===== src/p8m_pkg.sv =====
// package: register map, field positions, reset values and carriers for the port 8 pin control
package p8m_pkg;
	// register offsets
	localparam logic [7:0] OFS_PORT_DATA = 8'h00;
	localparam logic [7:0] OFS_PORT_DIR = 8'h01;
	localparam logic [7:0] OFS_CPU_MODE_A = 8'h02;
	localparam logic [7:0] OFS_SYNC_CTRL_ONE = 8'h03;
	localparam logic [7:0] OFS_SYNC_CTRL_TWO = 8'h04;
	localparam logic [7:0] OFS_FIRST_ASYNC_CTRL = 8'h05;
	localparam logic [7:0] OFS_SECOND_ASYNC_CTRL = 8'h06;
	localparam logic [7:0] OFS_PIN_FUNC = 8'h07;
	// reset values
	localparam logic [7:0] RST_PORT_DATA = 8'h00;
	localparam logic [7:0] RST_PORT_DIR = 8'h00;
	localparam logic [7:0] RST_CTRL = 8'h00;
	// field positions
	localparam int ASYNC_TX_EN_BIT = 0;
	localparam int ASYNC_RX_EN_BIT = 1;
	localparam int ASYNC_CTS_BIT = 5;
	localparam int ASYNC_RTS_BIT = 6;
	localparam int SYNC1_CLK_BIT = 2;
	localparam int SYNC1_TX_BIT = 3;
	localparam int SYNC1_READY_BIT = 4;
	localparam int SYNC1_INT_CLK_BIT = 6;
	localparam int SYNC2_RX_BIT = 2;
	localparam int MODE_LOCK_BIT = 1;
	// processor modes held in cpu_mode_reg_a bits 1:0
	localparam logic [1:0] MODE_SINGLE = 2'h0;
	localparam logic [1:0] MODE_MICRO = 2'h2;
	// timing
	localparam int CLOCK_HZ = 10000000;
	localparam int RESET_MIN_NS = 2000;
	localparam int RESET_MIN_CYC = (RESET_MIN_NS * (CLOCK_HZ / 1000000) + 999) / 1000;
	localparam int PORT_WIDTH = 8;

	// asynchronous unit towards the pins
	typedef struct packed {
		logic txd;
		logic rts;
	} p8m_async_out_t;
	// pins towards an asynchronous unit
	typedef struct packed {
		logic rxd;
		logic cts;
	} p8m_async_in_t;
	// clocked serial unit towards the pins
	typedef struct packed {
		logic readyOut;
		logic clkOut;
		logic txd;
	} p8m_sio_out_t;
	// pins towards the clocked serial unit
	typedef struct packed {
		logic readyIn;
		logic clkIn;
		logic rxd;
	} p8m_sio_in_t;
	// cpu core bus activity
	typedef struct packed {
		logic dmaBusy;
		logic stopOrWait;
		logic opFetch;
		logic cpuRead;
		logic cpuWrite;
	} p8m_core_t;
	// external bus control pins
	typedef struct packed {
		logic oe;
		logic dmaActive;
		logic phiOut;
		logic opcode_fetch_pulse;
		logic rdN;
		logic wrN;
	} p8m_bus_pins_t;
endpackage


===== src/p8m_pin_ctrl.sv =====
// module: port 8 pin function selection and external bus control pins
// Summary of operation
// RULE1 - port 8 eight general pins in every mode
// RULE2 - second async transmit owns pin 0 first
// RULE3 - else ctrl one bit 4 gives ready output
// RULE4 - ready in slave mode is an input
// RULE5 - second async receive owns pin 1 first
// RULE6 - else ctrl one bit 2 gives shift clock
// RULE7 - pin 2 clear-to-send, else clocked receive
// RULE8 - pin 3 request-to-send, else clocked transmit
// RULE9 - first async transmit drives pin 4
// RULE10 - first async receive samples pin 5
// RULE11 - first async bit 5 gives pin 6 cts
// RULE12 - first async bit 6 gives pin 7 rts
// RULE13 - strap high microprocessor, low single chip
// RULE14 - mode bits writable, bit 1 locked by strap
// RULE15 - reset held low at least two microseconds
// RULE16 - dma output high during dma transfer
// RULE17 - clock output, held high on stop/wait
// RULE18 - sync pulse half clock per opcode fetch
// RULE19 - read and write strobes low on access
// RULE20 - peripheral function overrides direction register
// RULE21 - unused pins follow latch and direction
//
// The implementer's own choices: the plain strobed port and the register addresses.
module p8m_pin_ctrl
	import p8m_pkg::*;
#(
	parameter int PORT_W = p8m_pkg::PORT_WIDTH
) (
	// clock and reset
	input wire logic clock,
	input wire logic srst,
	// register port
	input wire logic [7:0] regAddr,
	input wire logic [7:0] regWrData,
	input wire logic regWrite,
	input wire logic regRead,
	output logic [7:0] regRdData,
	// port 8 pins
	input wire logic [7:0] pinIn,
	output logic [7:0] pinOut,
	output logic [7:0] pinOe,
	// mode strap pin
	input wire logic modeStrapPin,
	// serial units
	input wire p8m_pkg::p8m_async_out_t firstAsyncOut,
	input wire p8m_pkg::p8m_async_out_t secondAsyncOut,
	input wire p8m_pkg::p8m_sio_out_t sioOut,
	output p8m_pkg::p8m_async_in_t firstAsyncIn,
	output p8m_pkg::p8m_async_in_t secondAsyncIn,
	output p8m_pkg::p8m_sio_in_t sioIn,
	// control registers handed to the serial units, and the processor mode
	output logic [7:0] syncCtrlOne,
	output logic [7:0] syncCtrlTwo,
	output logic [7:0] firstAsyncCtrl,
	output logic [7:0] secondAsyncCtrl,
	output logic [1:0] cpuMode,
	// cpu core and external bus pins
	input wire p8m_pkg::p8m_core_t core,
	output p8m_pkg::p8m_bus_pins_t busPins
);
	import p8m_pkg::*;

	typedef struct packed {
		logic [7:0] dat;
		logic [7:0] dir;
		logic [1:0] mode;
		logic [7:0] sc1;
		logic [7:0] sc2;
		logic [7:0] u1c;
		logic [7:0] u2c;
		logic [1:0] strapSync;
		logic [7:0] pinMeta;
		logic [7:0] pinSync;
		logic [7:0] funcSel;
		logic [7:0] rdData;
		logic [7:0] pinOut;
		logic [7:0] pinOe;
		p8m_async_in_t u1In;
		p8m_async_in_t u2In;
		p8m_sio_in_t sioIn;
		p8m_bus_pins_t bus;
	} p8m_state_t;

	p8m_state_t st_ff;
	p8m_state_t nxt_st;
	logic extMode;
	logic slaveMode;
	logic [7:0] pinReadBack;

	// the pin map is fixed at eight pins; refuse other widths at elaboration
	if (PORT_W != 8) begin
		$error("p8m_pin_ctrl serves an eight-pin port only");
	end

	assign extMode = (st_ff.mode != MODE_SINGLE);
	// the clocked serial unit is slave when its clock comes from outside
	assign slaveMode = ~st_ff.sc1[SYNC1_INT_CLK_BIT];
	assign pinReadBack = (st_ff.dir & st_ff.dat) | (~st_ff.dir & st_ff.pinSync);

	always_comb begin
		nxt_st = st_ff;
		// pins and strap are asynchronous; second stage alone feeds logic
		nxt_st.pinMeta = pinIn;
		nxt_st.pinSync = st_ff.pinMeta;
		nxt_st.strapSync = {st_ff.strapSync[0], modeStrapPin};
		nxt_st.rdData = 8'h00;

		// register writes
		if (regWrite) begin
			case (regAddr)
				OFS_PORT_DATA: begin
					nxt_st.dat = regWrData;
				end
				OFS_PORT_DIR: begin
					nxt_st.dir = regWrData;
				end
				OFS_CPU_MODE_A: begin
					nxt_st.mode[0] = regWrData[0]; // RULE14
					if (!st_ff.strapSync[1]) begin
						nxt_st.mode[MODE_LOCK_BIT] = regWrData[MODE_LOCK_BIT]; // RULE14
					end
				end
				OFS_SYNC_CTRL_ONE: begin
					nxt_st.sc1 = regWrData;
				end
				OFS_SYNC_CTRL_TWO: begin
					nxt_st.sc2 = regWrData;
				end
				OFS_FIRST_ASYNC_CTRL: begin
					nxt_st.u1c = regWrData;
				end
				OFS_SECOND_ASYNC_CTRL: begin
					nxt_st.u2c = regWrData;
				end
				default: begin
				end
			endcase
		end

		// register reads, answered in the next cycle only
		if (regRead) begin
			case (regAddr)
				OFS_PORT_DATA: nxt_st.rdData = pinReadBack;
				OFS_PORT_DIR: nxt_st.rdData = st_ff.dir;
				OFS_CPU_MODE_A: nxt_st.rdData = {6'h00, st_ff.mode};
				OFS_SYNC_CTRL_ONE: nxt_st.rdData = st_ff.sc1;
				OFS_SYNC_CTRL_TWO: nxt_st.rdData = st_ff.sc2;
				OFS_FIRST_ASYNC_CTRL: nxt_st.rdData = st_ff.u1c;
				OFS_SECOND_ASYNC_CTRL: nxt_st.rdData = st_ff.u2c;
				OFS_PIN_FUNC: nxt_st.rdData = st_ff.funcSel;
				default: nxt_st.rdData = 8'h00;
			endcase
		end

		// default: every pin is plain port i/o
		for (int i = 0; i < 8; i++) begin
			nxt_st.pinOut[i] = st_ff.dat[i]; // RULE21 RULE1
			nxt_st.pinOe[i] = st_ff.dir[i]; // RULE21 RULE1
		end
		nxt_st.funcSel = 8'h00;
		// inputs of the units idle high when their pin is elsewhere
		nxt_st.u1In = '1;
		nxt_st.u2In = '1;
		nxt_st.sioIn = '1;

		// pin 0: second async transmit over clocked serial ready
		if (st_ff.u2c[ASYNC_TX_EN_BIT]) begin
			nxt_st.pinOut[0] = secondAsyncOut.txd; // RULE2
			nxt_st.pinOe[0] = 1'b1; // RULE2 RULE20
			nxt_st.funcSel[0] = 1'b1;
		end else if (st_ff.sc1[SYNC1_READY_BIT]) begin
			nxt_st.funcSel[0] = 1'b1;
			if (slaveMode) begin
				nxt_st.pinOe[0] = 1'b0; // RULE4 RULE20
				nxt_st.sioIn.readyIn = st_ff.pinSync[0]; // RULE4
			end else begin
				nxt_st.pinOut[0] = sioOut.readyOut; // RULE3
				nxt_st.pinOe[0] = 1'b1; // RULE3 RULE20
			end
		end

		// pin 1: second async receive over shift clock
		if (st_ff.u2c[ASYNC_RX_EN_BIT]) begin
			nxt_st.pinOe[1] = 1'b0; // RULE5 RULE20
			nxt_st.u2In.rxd = st_ff.pinSync[1]; // RULE5
			nxt_st.funcSel[1] = 1'b1;
		end else if (st_ff.sc1[SYNC1_CLK_BIT]) begin
			nxt_st.funcSel[1] = 1'b1;
			if (st_ff.sc1[SYNC1_INT_CLK_BIT]) begin
				nxt_st.pinOut[1] = sioOut.clkOut; // RULE6
				nxt_st.pinOe[1] = 1'b1; // RULE6 RULE20
			end else begin
				nxt_st.pinOe[1] = 1'b0; // RULE6 RULE20
				nxt_st.sioIn.clkIn = st_ff.pinSync[1]; // RULE6
			end
		end

		// pin 2: second async clear-to-send over clocked receive
		if (st_ff.u2c[ASYNC_CTS_BIT]) begin
			nxt_st.pinOe[2] = 1'b0; // RULE7 RULE20
			nxt_st.u2In.cts = st_ff.pinSync[2]; // RULE7
			nxt_st.funcSel[2] = 1'b1;
		end else if (st_ff.sc2[SYNC2_RX_BIT]) begin
			nxt_st.pinOe[2] = 1'b0; // RULE7 RULE20
			nxt_st.sioIn.rxd = st_ff.pinSync[2]; // RULE7
			nxt_st.funcSel[2] = 1'b1;
		end

		// pin 3: second async request-to-send over clocked transmit
		if (st_ff.u2c[ASYNC_RTS_BIT]) begin
			nxt_st.pinOut[3] = secondAsyncOut.rts; // RULE8
			nxt_st.pinOe[3] = 1'b1; // RULE8 RULE20
			nxt_st.funcSel[3] = 1'b1;
		end else if (st_ff.sc1[SYNC1_TX_BIT]) begin
			nxt_st.pinOut[3] = sioOut.txd; // RULE8
			nxt_st.pinOe[3] = 1'b1; // RULE8 RULE20
			nxt_st.funcSel[3] = 1'b1;
		end

		// pins 4 to 7: first async unit
		if (st_ff.u1c[ASYNC_TX_EN_BIT]) begin
			nxt_st.pinOut[4] = firstAsyncOut.txd; // RULE9
			nxt_st.pinOe[4] = 1'b1; // RULE9 RULE20
			nxt_st.funcSel[4] = 1'b1;
		end
		if (st_ff.u1c[ASYNC_RX_EN_BIT]) begin
			nxt_st.pinOe[5] = 1'b0; // RULE10 RULE20
			nxt_st.u1In.rxd = st_ff.pinSync[5]; // RULE10
			nxt_st.funcSel[5] = 1'b1;
		end
		if (st_ff.u1c[ASYNC_CTS_BIT]) begin
			nxt_st.pinOe[6] = 1'b0; // RULE11 RULE20
			nxt_st.u1In.cts = st_ff.pinSync[6]; // RULE11
			nxt_st.funcSel[6] = 1'b1;
		end
		if (st_ff.u1c[ASYNC_RTS_BIT]) begin
			nxt_st.pinOut[7] = firstAsyncOut.rts; // RULE12
			nxt_st.pinOe[7] = 1'b1; // RULE12 RULE20
			nxt_st.funcSel[7] = 1'b1;
		end

		// external bus control pins; idle levels outside bus modes
		nxt_st.bus.oe = extMode;
		if (extMode) begin
			nxt_st.bus.dmaActive = core.dmaBusy; // RULE16
			// divide by two; a stopped core parks the clock high
			if (core.stopOrWait) begin
				nxt_st.bus.phiOut = 1'b1; // RULE17
			end else begin
				nxt_st.bus.phiOut = ~st_ff.bus.phiOut; // RULE17
			end
			// one system clock is half a period of the divided clock
			nxt_st.bus.opcode_fetch_pulse = core.opFetch; // RULE18
			nxt_st.bus.rdN = ~core.cpuRead; // RULE19
			nxt_st.bus.wrN = ~core.cpuWrite; // RULE19
		end else begin
			nxt_st.bus.dmaActive = 1'b0;
			nxt_st.bus.phiOut = 1'b1;
			nxt_st.bus.opcode_fetch_pulse = 1'b0;
			nxt_st.bus.rdN = 1'b1;
			nxt_st.bus.wrN = 1'b1;
		end

		if (srst) begin
			nxt_st.dat = RST_PORT_DATA;
			nxt_st.dir = RST_PORT_DIR;
			nxt_st.sc1 = RST_CTRL;
			nxt_st.sc2 = RST_CTRL;
			nxt_st.u1c = RST_CTRL;
			nxt_st.u2c = RST_CTRL;
			// strap keeps sampling through reset; the last sample wins
			nxt_st.mode = st_ff.strapSync[1] ? MODE_MICRO : MODE_SINGLE; // RULE13
			nxt_st.funcSel = 8'h00;
			nxt_st.rdData = 8'h00;
			nxt_st.pinOut = 8'h00;
			nxt_st.pinOe = 8'h00;
			nxt_st.u1In = '1;
			nxt_st.u2In = '1;
			nxt_st.sioIn = '1;
			nxt_st.bus = '0;
			nxt_st.bus.phiOut = 1'b1;
			nxt_st.bus.rdN = 1'b1;
			nxt_st.bus.wrN = 1'b1;
		end
	end

	always_ff @(posedge clock) begin
		st_ff <= nxt_st;
	end

	assign regRdData = st_ff.rdData;
	assign pinOut = st_ff.pinOut;
	assign pinOe = st_ff.pinOe;
	assign firstAsyncIn = st_ff.u1In;
	assign secondAsyncIn = st_ff.u2In;
	assign sioIn = st_ff.sioIn;
	assign syncCtrlOne = st_ff.sc1;
	assign syncCtrlTwo = st_ff.sc2;
	assign firstAsyncCtrl = st_ff.u1c;
	assign secondAsyncCtrl = st_ff.u2c;
	assign cpuMode = st_ff.mode;
	assign busPins = st_ff.bus;
endmodule


===== config.mk =====
export PLATFORM = sky130hd
export DESIGN_NAME = p8m_pin_ctrl
export DESIGN_NICKNAME = d
export VERILOG_FILES = /design/src/p8m_pkg.sv /design/src/p8m_pin_ctrl.sv
export SDC_FILE = /design/constraint.sdc
export NUM_CORES = 1
export LEC_CHECK = 0
export ABC_AREA = 1
export BUFFER_PORTS_ARGS = -buffer_cell sky130_fd_sc_hd__buf_2
export CORE_MARGIN = 2
export CORE_UTILIZATION = 57
export DETAILED_ROUTE_END_ITERATION = 6
export HOLD_SLACK_MARGIN = 0.03
export PLACE_DENSITY_LB_ADDON = 0.12
export SLEW_MARGIN = 20
export SYNTH_ARGS = -nofsm -noshare
export SYNTH_HDL_FRONTEND = slang
export SYNTH_SLANG_ARGS = --single-unit

===== constraint.sdc =====
create_clock -name clock -period 2.4 [get_ports clock]
set_input_delay 0.36 -clock clock [delete_from_list [all_inputs] [get_ports clock]]
set_output_delay 0.36 -clock clock [all_outputs]
set_load 0.02 [all_outputs]

==> reports/qor.yml, run 1 <==
outcome:
  status: "completed"
cts:
  cts_setup_buffers: 0
  cts_sinks: 113
  cts_tree: "built"
  clock_path_buffers: 2
  htreeDepth: 4
  numCtsBuffers: 17
  path_clk_slew_ns: 0.05
  clockRootBuffer: "clkbuf_8"
  ctsResizeCount: 0
  clkLatencyLatePin_ns: 0.51
  hold_buffers: 12
setup_path:
  arrival_ns: 1.22
  path_depth: 1
  path_cells: "buf_2"
  ff2ff_path_depth: 7
  critPathKind: "reg -> out"
  worstPathRequired_ns: 2.04
  crit_family: "flip-flops"
  critPathBufInv: 1
  cp_slowest_cell: "dfxtp_1"
  slowest_delay_ns: 0.48
  end_kind: "primary output"
  path_max_fanout: 6
  startpoint_type: "flip-flop"
logic_synthesis:
  synthesis.area_mm2: 0.00471
  ys_seq_elements: 113
  synth_cell_type_count: 29
  syn_area_per_cell_um2: 7.99
  ys_warn_count: 0
  synth.yosys.seq_area_share_pct: 48.5
  syn-num-nets: 630
  synthCells: 589
pwr:
  cellLeakagePower_nw: 2.49
  pwr-share-seq_pct: 40.7
  switching_share_pct: 21.7
  power_frac_clock_pct: 55.1
  intPower_w: 0.00369
  ir_drop_mv: 0.604
  power_frac_comb_pct: 4.2
  p_per_area_mw_per_mm2: 855
  power.switching_w: 0.00102
hold_path:
  hp-class: "in -> reg"
  hold_depth: 3
timing:
  finalCriticalPeriod_ns: 1.58
  timing.hold.ws_ns: 0.0579
  finClkSkew_ns: 0.00694
  worst_pin_slew_ns: 0.419
  worst_slack_ns: 0.823
  final-hold-violation-count: 0
  setup_viol: 0
  rsz0062_at_grt: "false"
  layout_worst_path_cycle_share_pct: 65.7
  slew_headroom_pct: 72.0
  totalNegativeSetupSlack_ns: 0
  max_freq_ghz: 0.634
  slew_viol_final: 0
route:
  viasPerCell: 5.22
  num_vias: 3980
  top_layer: "met4"
  drc: 0
  antenna_left: 0
  dr.pass1.iters: 5
  routed_wirelength_um: 11600
  dr_wl_met3_um: 764
  wl_met1_um: 4660
  wl_per_cell_um: 15.2
  drt_iter0_drc: 156
  met2_length_um: 5980
floorplanning:
  dieArea_mm2: 0.00900
  die_h_um: 94.9
  start_util_pct: 58.1
  ios: 112
  rows: 33
  die_x_um: 94.9
  design.core.area_mm2: 0.00809
final_layout:
  diodes: 0
  syn_to_final_growth_pct: 17.2
  nets: 686
  fin_cells: 763
  n_fill_cell: 696
  drive_above_1_share_pct: 25.2
placement:
  numPortBuffers: 111
  pre_cts_ws_ns: 0.516
  place_inst: 719
  gp_congestion: 0.892
  dp_hpwl_um: 7780
global_route:
  grt-ovfl-total: 0
  grt_pass1_wl_um: 18000
  antenna_found_initial: 0
  grt_pass1_vias: 3757
  grt_max_degree: 34
  grt_usage_pct: 26.7
flow_run:
  cap_violations: 0
==> cell families after synthesis <==
kind of cell | share of synthesized area [%]
buffers and inverters | 17.7
DFF | 48.5
AOI/OAI and AO/OA | 12.2
and+or+nand+nor | 21.5
==> power groups by stage <==
stage	registers (W)	clock network [W]	logic [W]
4_1_cts	0.00192	0.00261	0.000195
6_report	0.00192	0.00260	0.000196
3_3_place_gp	0.00196	0	0.000176
3_5_place_dp	0.00196	0	0.000178
2_1_floorplan	0.00196	0	0.000114
5_1_grt	0.00192	0.00271	0.000213
==> registers in the layout, indices dropped and copies added (netlist names), 3 cells and up <==
name / count
pinOe: 8
syncCtrlTwo: 8
syncCtrlOne: 8
sioIn: 3
nxt_st: 9
regRdData: 8
busPins: 6
secondAsyncCtrl: 8
st_ff: 33
firstAsyncCtrl: 8
pinOut: 8
==> worst register-to-register path: cells and delay by family, from the launching register on <==
kind            cells  cell delay, ns
flops               1            0.34
compound gates      2            0.21
buf+inv             1            0.09
simple gates        4            0.40
==> placed cells by master (no fill, tap or decap), types with 5 or more instances in the layout <==
cell type	instances
dfxtp_1	111
buf_2	111
nor2_1	78
nand2_1	77
nand3_1	50
a21oi_1	48
inv_1	46
o21ai_0	46
o21ai_1	16
clkbuf_16	16
dlygate4sd3_1	12
nor2_4	5
==> metrics by stage <==
stage               instance area, um^2  util (%)  total power (W)
CTS                                5520      68.2          0.00473
detailed placement                 4780      59.1          0.00214
floorplan                          4710         -          0.00207
finish                             5520      68.2          0.00472
global placement                   4780      59.1          0.00213
global route                       5520      68.2          0.00485
==> synth_stat cells (all sizes together) <==
master / number / area [um^2]
buf: 86 / 628
o21ai: 62 / 310
nor2: 85 / 375
nor3: 1 / 5.00
nand2: 81 / 319
a31oi: 2 / 12.5
nand4: 1 / 6.26
nand3: 55 / 308
edfxtp: 2 / 60.1
a21oi: 48 / 240
a211oi: 1 / 12.5
clkbuf: 4 / 15.0
clkinv: 2 / 8.75
dfxtp: 111 / 2220
inv: 48 / 183
==> layout make-up <==
cell class	count	area, um^2	area share [%]
Multi-Input combinational cell	336	1590	28.8
Timing Repair Buffer	127	706	12.8
Tap cell	105	131	2.38
Sequential cell	113	2280	41.4
Clock buffer	19	432	7.83
Inverter	50	191	3.47
Clock inverter	13	184	3.33
==> final timing paths <==
path | startpoint | endpoint | slack (ns)
worst min-delay path | core[2] | busPins[2]$_SDFF_PP0_ | 0.06
worst min register to register | nxt_st[62]$_DFF_P_ | st_ff[62]$_DFF_P_ | 0.32
worst max-delay path | syncCtrlOne[6]$_SDFFE_PP0P_ | syncCtrlOne[6] | 0.82
worst max register to register | st_ff[104]$_SDFFE_PP0P_ | regRdData[7]$_SDFF_PP0_ | 1.22
==> routing by layer <==
layer  vias to the layer above  global-route usage, %
met3                        29                   6.70
met5                         -                      0
li1                       1944                      -
met2                       159                   47.2
met4                         0                   10.5
met1                      1848                   31.0
No activity file was read; power rests on OpenSTA's default activity.
==> inputs of run 2 (changes only) <==
Settings changed: ABC_AREA 1 to 0, CORE_UTILIZATION 57 to 53.
Clock period 2.4 ns to 1.5 ns, I/O delays scaled along.
==> reports/qor.yml, run 2 <==
placement:
  gp_congestion: 0.813
  numPortBuffers: 111
  dp_hpwl_um: 7220
route:
  drc: 0
  viasPerCell: 5.06
  dr.pass1.iters: 4
  antenna_left: 0
  routed_wirelength_um: 10600
  wl_per_cell_um: 15.8
  drt_iter0_drc: 79
  num_vias: 3392
cts:
  path_clk_slew_ns: 0.05
  cts_sinks: 113
  clockRootBuffer: "clkbuf_8"
  clkLatencyLatePin_ns: 0.50
  clock_path_buffers: 2
  numCtsBuffers: 17
  htreeDepth: 4
  cts_tree: "built"
final_layout:
  drive_above_1_share_pct: 34.3
  largest_reg_flops: 33
  layout_commonest_cell: "buf_2"
  syn_to_final_growth_pct: 24.8
  diodes: 0
  n_fill_cell: 700
  nets: 591
  layout_common_cells: "buf_2 (111), dfxtp_1 (108), nor2_1 (76)"
  top_register: "st_ff"
pwr:
  power_frac_comb_pct: 4.6
  switching_share_pct: 20.0
  intPower_w: 0.00606
  power.switching_w: 0.00152
  ir_drop_mv: 0.721
  pwr-share-seq_pct: 40.5
  cellLeakagePower_nw: 2.89
  power_frac_clock_pct: 54.9
  p_per_area_mw_per_mm2: 1310
global_route:
  grt_usage_pct: 23.0
  antenna_found_initial: 0
  grt-ovfl-total: 0
  grt_max_degree: 53
  grt_pass1_vias: 3374
  grt_pass1_wl_um: 17100
flow_run:
  cap_violations: 0
logic_synthesis:
  post-synth-top-count-cell: "dfxtp_1"
  synth-edff-count: 2
  synthCells: 463
  synth.yosys.seq_area_share_pct: 49.1
  synth.top_cell.area_share_pct: 47.8
  ys_seq_elements: 113
  synthFlopType: "dfxtp_1"
  synthArstFlopShare_pct: 0
  synthTopCellsByArea: "dfxtp_1 (48%), mux2i_1 (14%), buf_4 (11%)"
  synth_cell_type_count: 37
  syn-num-nets: 504
  ys_warn_count: 0
  syn_area_per_cell_um2: 10.0
  synthesis.area_mm2: 0.00465
  synth_common_cells: "dfxtp_1 (111), nor2_1 (76), buf_4 (71)"
  yosys.area.top_type: "dfxtp_1"
timing:
  layout_worst_path_cycle_share_pct: 96.5
  rsz0062_at_grt: "false"
  timing.hold.ws_ns: 0.0503
  slew_viol_final: 0
  setup_viol: 0
  worst_pin_slew_ns: 0.342
  finalCriticalPeriod_ns: 1.45
  totalNegativeSetupSlack_ns: 0
  max_freq_ghz: 0.691
  finClkSkew_ns: 0.00568
  slew_headroom_pct: 77.1
  final-hold-violation-count: 0
hold_path:
  hp-class: "in -> reg"
  worst_hold_startpoint: "regWrData[4]"
  hold_end: "secondAsyncCtrl[4]$_SDFFE_PP0P_"
  hold_depth: 3
floorplanning:
  design.core.area_mm2: 0.00859
  ios: 112
  die_h_um: 97.6
  start_util_pct: 54.1
  die_x_um: 97.6
  rows: 34
  dieArea_mm2: 0.00953
setup_path:
  r2r_start: "st_ff[104]$_SDFFE_PP0P_"
  path_max_fanout: 5
  reg2reg_slack_ns: 0.20
  end_kind: "primary output"
  ff2ff_path_depth: 4
  arrival_ns: 1.22
  worst_r2r_endpoint: "regRdData[7]$_SDFF_PP0_"
  worstPathRequired_ns: 1.27
  critPathKind: "reg -> out"
  startpoint_type: "flip-flop"
outcome:
  status: "completed"
## run 2: power groups by stage
stage                     Clock [W]  Combinational (W)  Sequential (W)
after floorplan                   0           0.000178         0.00313
after global placement            0           0.000304         0.00313
after detailed placement          0           0.000309         0.00314
after CTS                   0.00423           0.000350         0.00307
after global routing        0.00439           0.000378         0.00307
final                       0.00416           0.000350         0.00307
## run 2: final cells by class
| cell class | count | area, um^2 | area share (%) |
|---|---|---|---|
| Clock buffer | 25 | 515 | 8.89 |
| Clock inverter | 7 | 119 | 2.05 |
| Inverter | 4 | 15.0 | 0.259 |
| Multi-Input combinational cell | 252 | 1720 | 29.6 |
| Sequential cell | 113 | 2290 | 39.4 |
| Tap cell | 108 | 135 | 2.33 |
| Timing Repair Buffer | 162 | 1010 | 17.5 |
## run 2: through the flow
step,std cells,power [W],cell area (um^2),setup slack (ns),utilization (%)
floorplan,463,0.00331,4650,0.0921,-
global placement,619,0.00344,4960,0.0384,57.7
detailed placement,619,0.00344,4960,0.0185,57.7
CTS,671,0.00765,5800,0.0314,67.5
global route,671,0.00784,5800,0.00299,67.5
finish,671,0.00758,5800,0.0523,67.5
## run 2: kinds of logic (layout without fill, tap and decap cells)
group,Yosys count,in the layout,synth area share (%)
AO/OA/AOI/OAI,38,38,5.17
buffers and inverters,98,198,14.0
flip-flops,113,113,49.1
multiplexers,75,75,17.2
AND/OR/NAND/NOR,139,139,14.6
## run 2: timing repair
item | 4_1_cts | 5_1_grt
gates resized for setup | 1 | 2
cloned | 0 | 0
setup endpoints to repair | 1 | 2
setup buffers | 0 | 0
endpoints found under the hold margin | 20 | 0
hold buffers | 20 | 0
pin swaps | 0 | 0
## run 2: critical path: stages (launching register included)
cell     delay [ns]
dfxtp_2        0.40
buf_4          0.16
buf_2          0.16
## run 2: metal layers
layer,share of wire (%),wire [um],vias to the layer above,GRT usage (%)
li1,-,-,1673,-
met1,42,4470,1608,27.0
met2,51,5430,106,39.9
met3,5.8,618,5,6.12
met4,0.60,63,0,8.76
met5,0,0,-,0
## run 2: worst max-delay path by stage
stage               cells after the start  slack (ns)                        start                          end
floorplan                               5        0.09                   regAddr[2]  syncCtrlOne[0]$_SDFFE_PP0P_
global placement                        7        0.04                   regAddr[5]      st_ff[105]$_SDFFE_PP0P_
detailed placement                      6        0.02                   regAddr[5]         cpuMode[1]$_DFFE_PP_
CTS                                     2        0.03  syncCtrlOne[6]$_SDFFE_PP0P_               syncCtrlOne[6]
global route                            2       0.003  syncCtrlOne[6]$_SDFFE_PP0P_               syncCtrlOne[6]
finish                                  2        0.05  syncCtrlOne[6]$_SDFFE_PP0P_               syncCtrlOne[6]
==> inputs of run 3 (changes only) <==
Settings changed: BUFFER_PORTS_ARGS -buffer_cell sky130_fd_sc_hd__buf_2 to unset, CORE_UTILIZATION 53 to 60, DONT_BUFFER_PORTS set to 1.
==> reports/qor.yml, run 3 (synthesis gave the netlist of run 2 again) <==
final_layout:
  drive_above_1_share_pct: 18.0
  fin_util_pct: 73.0
  largest_reg_flops: 33
  top_register: "st_ff"
  nets: 517
  syn_to_final_growth_pct: 19.6
  final_cell_area_mm2: 0.00555
  diodes: 0
  layout_commonest_cell: "dfxtp_1"
  layout_common_cells: "dfxtp_1 (111), nor2_1 (76), mux2i_1 (64)"
route:
  drt_iter0_drc: 160
  dr.pass1.iters: 4
  viasPerCell: 5.36
  num_vias: 3168
  drc: 0
  routed_wirelength_um: 10600
  wl_per_cell_um: 17.9
  antenna_left: 0
timing:
  finClkSkew_ns: 0.0102
  rsz0062_at_grt: "false"
  worst_slack_ns: 0.0589
  max_freq_ghz: 0.694
  timing.hold.ws_ns: 0.0611
  finalCriticalPeriod_ns: 1.44
  totalNegativeSetupSlack_ns: 0
  slew_headroom_pct: 58.2
  slew_viol_final: 0
  setup_viol: 0
  final-hold-violation-count: 0
  worst_pin_slew_ns: 0.624
  layout_worst_path_cycle_share_pct: 96.1
cts:
  path_clk_slew_ns: 0.05
  clock_path_buffers: 2
  cts_setup_buffers: 0
  htreeDepth: 4
  clockRootBuffer: "clkbuf_8"
  clkLatencyLatePin_ns: 0.51
  numCtsBuffers: 17
  cts_tree: "built"
  cts_sinks: 113
setup_path:
  path_cells: "buf_4, buf_4"
  path_common_cell: "buf_4"
  slowest_delay_ns: 0.42
  worstPathRequired_ns: 1.27
  cp_slowest_cell: "dfxtp_1"
  startpoint_type: "flip-flop"
  end_kind: "primary output"
  critPathKind: "reg -> out"
  arrival_ns: 1.22
  path_max_fanout: 4
  reg2reg_slack_ns: 0.10
global_route:
  grt-ovfl-total: 0
  antenna_found_initial: 0
  grt_pass1_wl_um: 16900
  grt_usage_pct: 26.2
  grt_pass1_vias: 3237
  grt_max_degree: 69
placement:
  dp_hpwl_um: 6360
  numPortBuffers: 0
  placed_cell_area_mm2: 0.00442
  pre_cts_ws_ns: 0.151
  gp_congestion: 0.809
pwr:
  power_frac_clock_pct: 54.6
  power_frac_comb_pct: 3.5
  intPower_w: 0.00588
  power.switching_w: 0.00148
  p_per_area_mw_per_mm2: 1320
  cellLeakagePower_nw: 2.58
  pwr-share-seq_pct: 41.9
  ir_drop_mv: 1.17
  switching_share_pct: 20.1
hold_path:
  hp-class: "in -> reg"
floorplanning:
  design.core.area_mm2: 0.00761
  ios: 112
  die_x_um: 92.0
  rows: 32
  dieArea_mm2: 0.00846
  die_h_um: 92.0
  start_util_pct: 61.1
outcome:
  status: "completed"
flow_run:
  cap_violations: 0
## run 3: changes by cell type in the layout (fill, tap and decap cells not counted), moves of 2 or more
cell / before / now
buf_12: 2 / 0
buf_2: 111 / 0
buf_4: 29 / 37
clkinv_2: 1 / 5
clkinvlp_4: 2 / 0
dfxtp_1: 108 / 111
dfxtp_2: 3 / 0
dlygate4sd3_1: 20 / 50
## run 3: power groups by stage
stage                     clock [W]  combinational, W  sequential (W)
after floorplan                   0          0.000178         0.00313
after CTS                   0.00408          0.000253         0.00309
after global routing        0.00425          0.000272         0.00309
after global placement            0          0.000109         0.00315
final                       0.00402          0.000255         0.00309
after detailed placement          0          0.000111         0.00315
## run 3: cell type report
type / count / area (um^2)
inverter: 4 / 15.0
timing repair buffer: 88 / 806
sequential: 113 / 2280
fill: 558 / 2050
multi-input combinational: 252 / 1720
clock inverter: 10 / 130
tap: 102 / 128
clock buffer: 22 / 473
## run 3: critical path, delay by kind of cell, from the launching register on
family | cells | cell delay [ns]
buffers and inverters | 2 | 0.29
flip-flops | 1 | 0.42
## run 3: path summary, 6_finish.rpt
kind | to | startpoint | depth (start not counted)
worst max-delay path | syncCtrlOne[2] | syncCtrlOne[2]$_SDFFE_PP0P_ | 2
worst max register to register | pinOe[0]$_SDFF_PP0_ | secondAsyncCtrl[0]$_SDFFE_PP0P_ | 4
worst min-delay path | regRdData[3]$_SDFF_PP0_ | regAddr[0] | 2
worst min register to register | st_ff[46]$_DFF_P_ | nxt_st[46]$_DFF_P_ | 0
## run 3: timing repair
item                                    in CTS  in global routing
endpoints found under the setup margin       0                  1
gates resized for setup                      0                  1
endpoints found under the hold margin      106                  0
hold buffers                                51                  0
## run 3: layer usage
layer / vias to the layer above / track usage, % / wire length, um / part of all wire [%]
li1: 1524 / - / - / -
met5: - / 0 / 0 / 0
met4: 0 / 10.4 / 110 / 1.0
met2: 107 / 43.5 / 5290 / 50
met1: 1527 / 30.8 / 4490 / 42
met3: 10 / 9.37 / 678 / 6.4
## run 3: through the flow
| step | instances | total power (W) |
|---|---|---|
| 2_1_floorplan | 463 | 0.00331 |
| 3_3_place_gp | 508 | 0.00326 |
| 3_5_place_dp | 508 | 0.00326 |
| 4_1_cts | 591 | 0.00742 |
| 5_1_grt | 591 | 0.00761 |
| 6_report | 591 | 0.00736 |
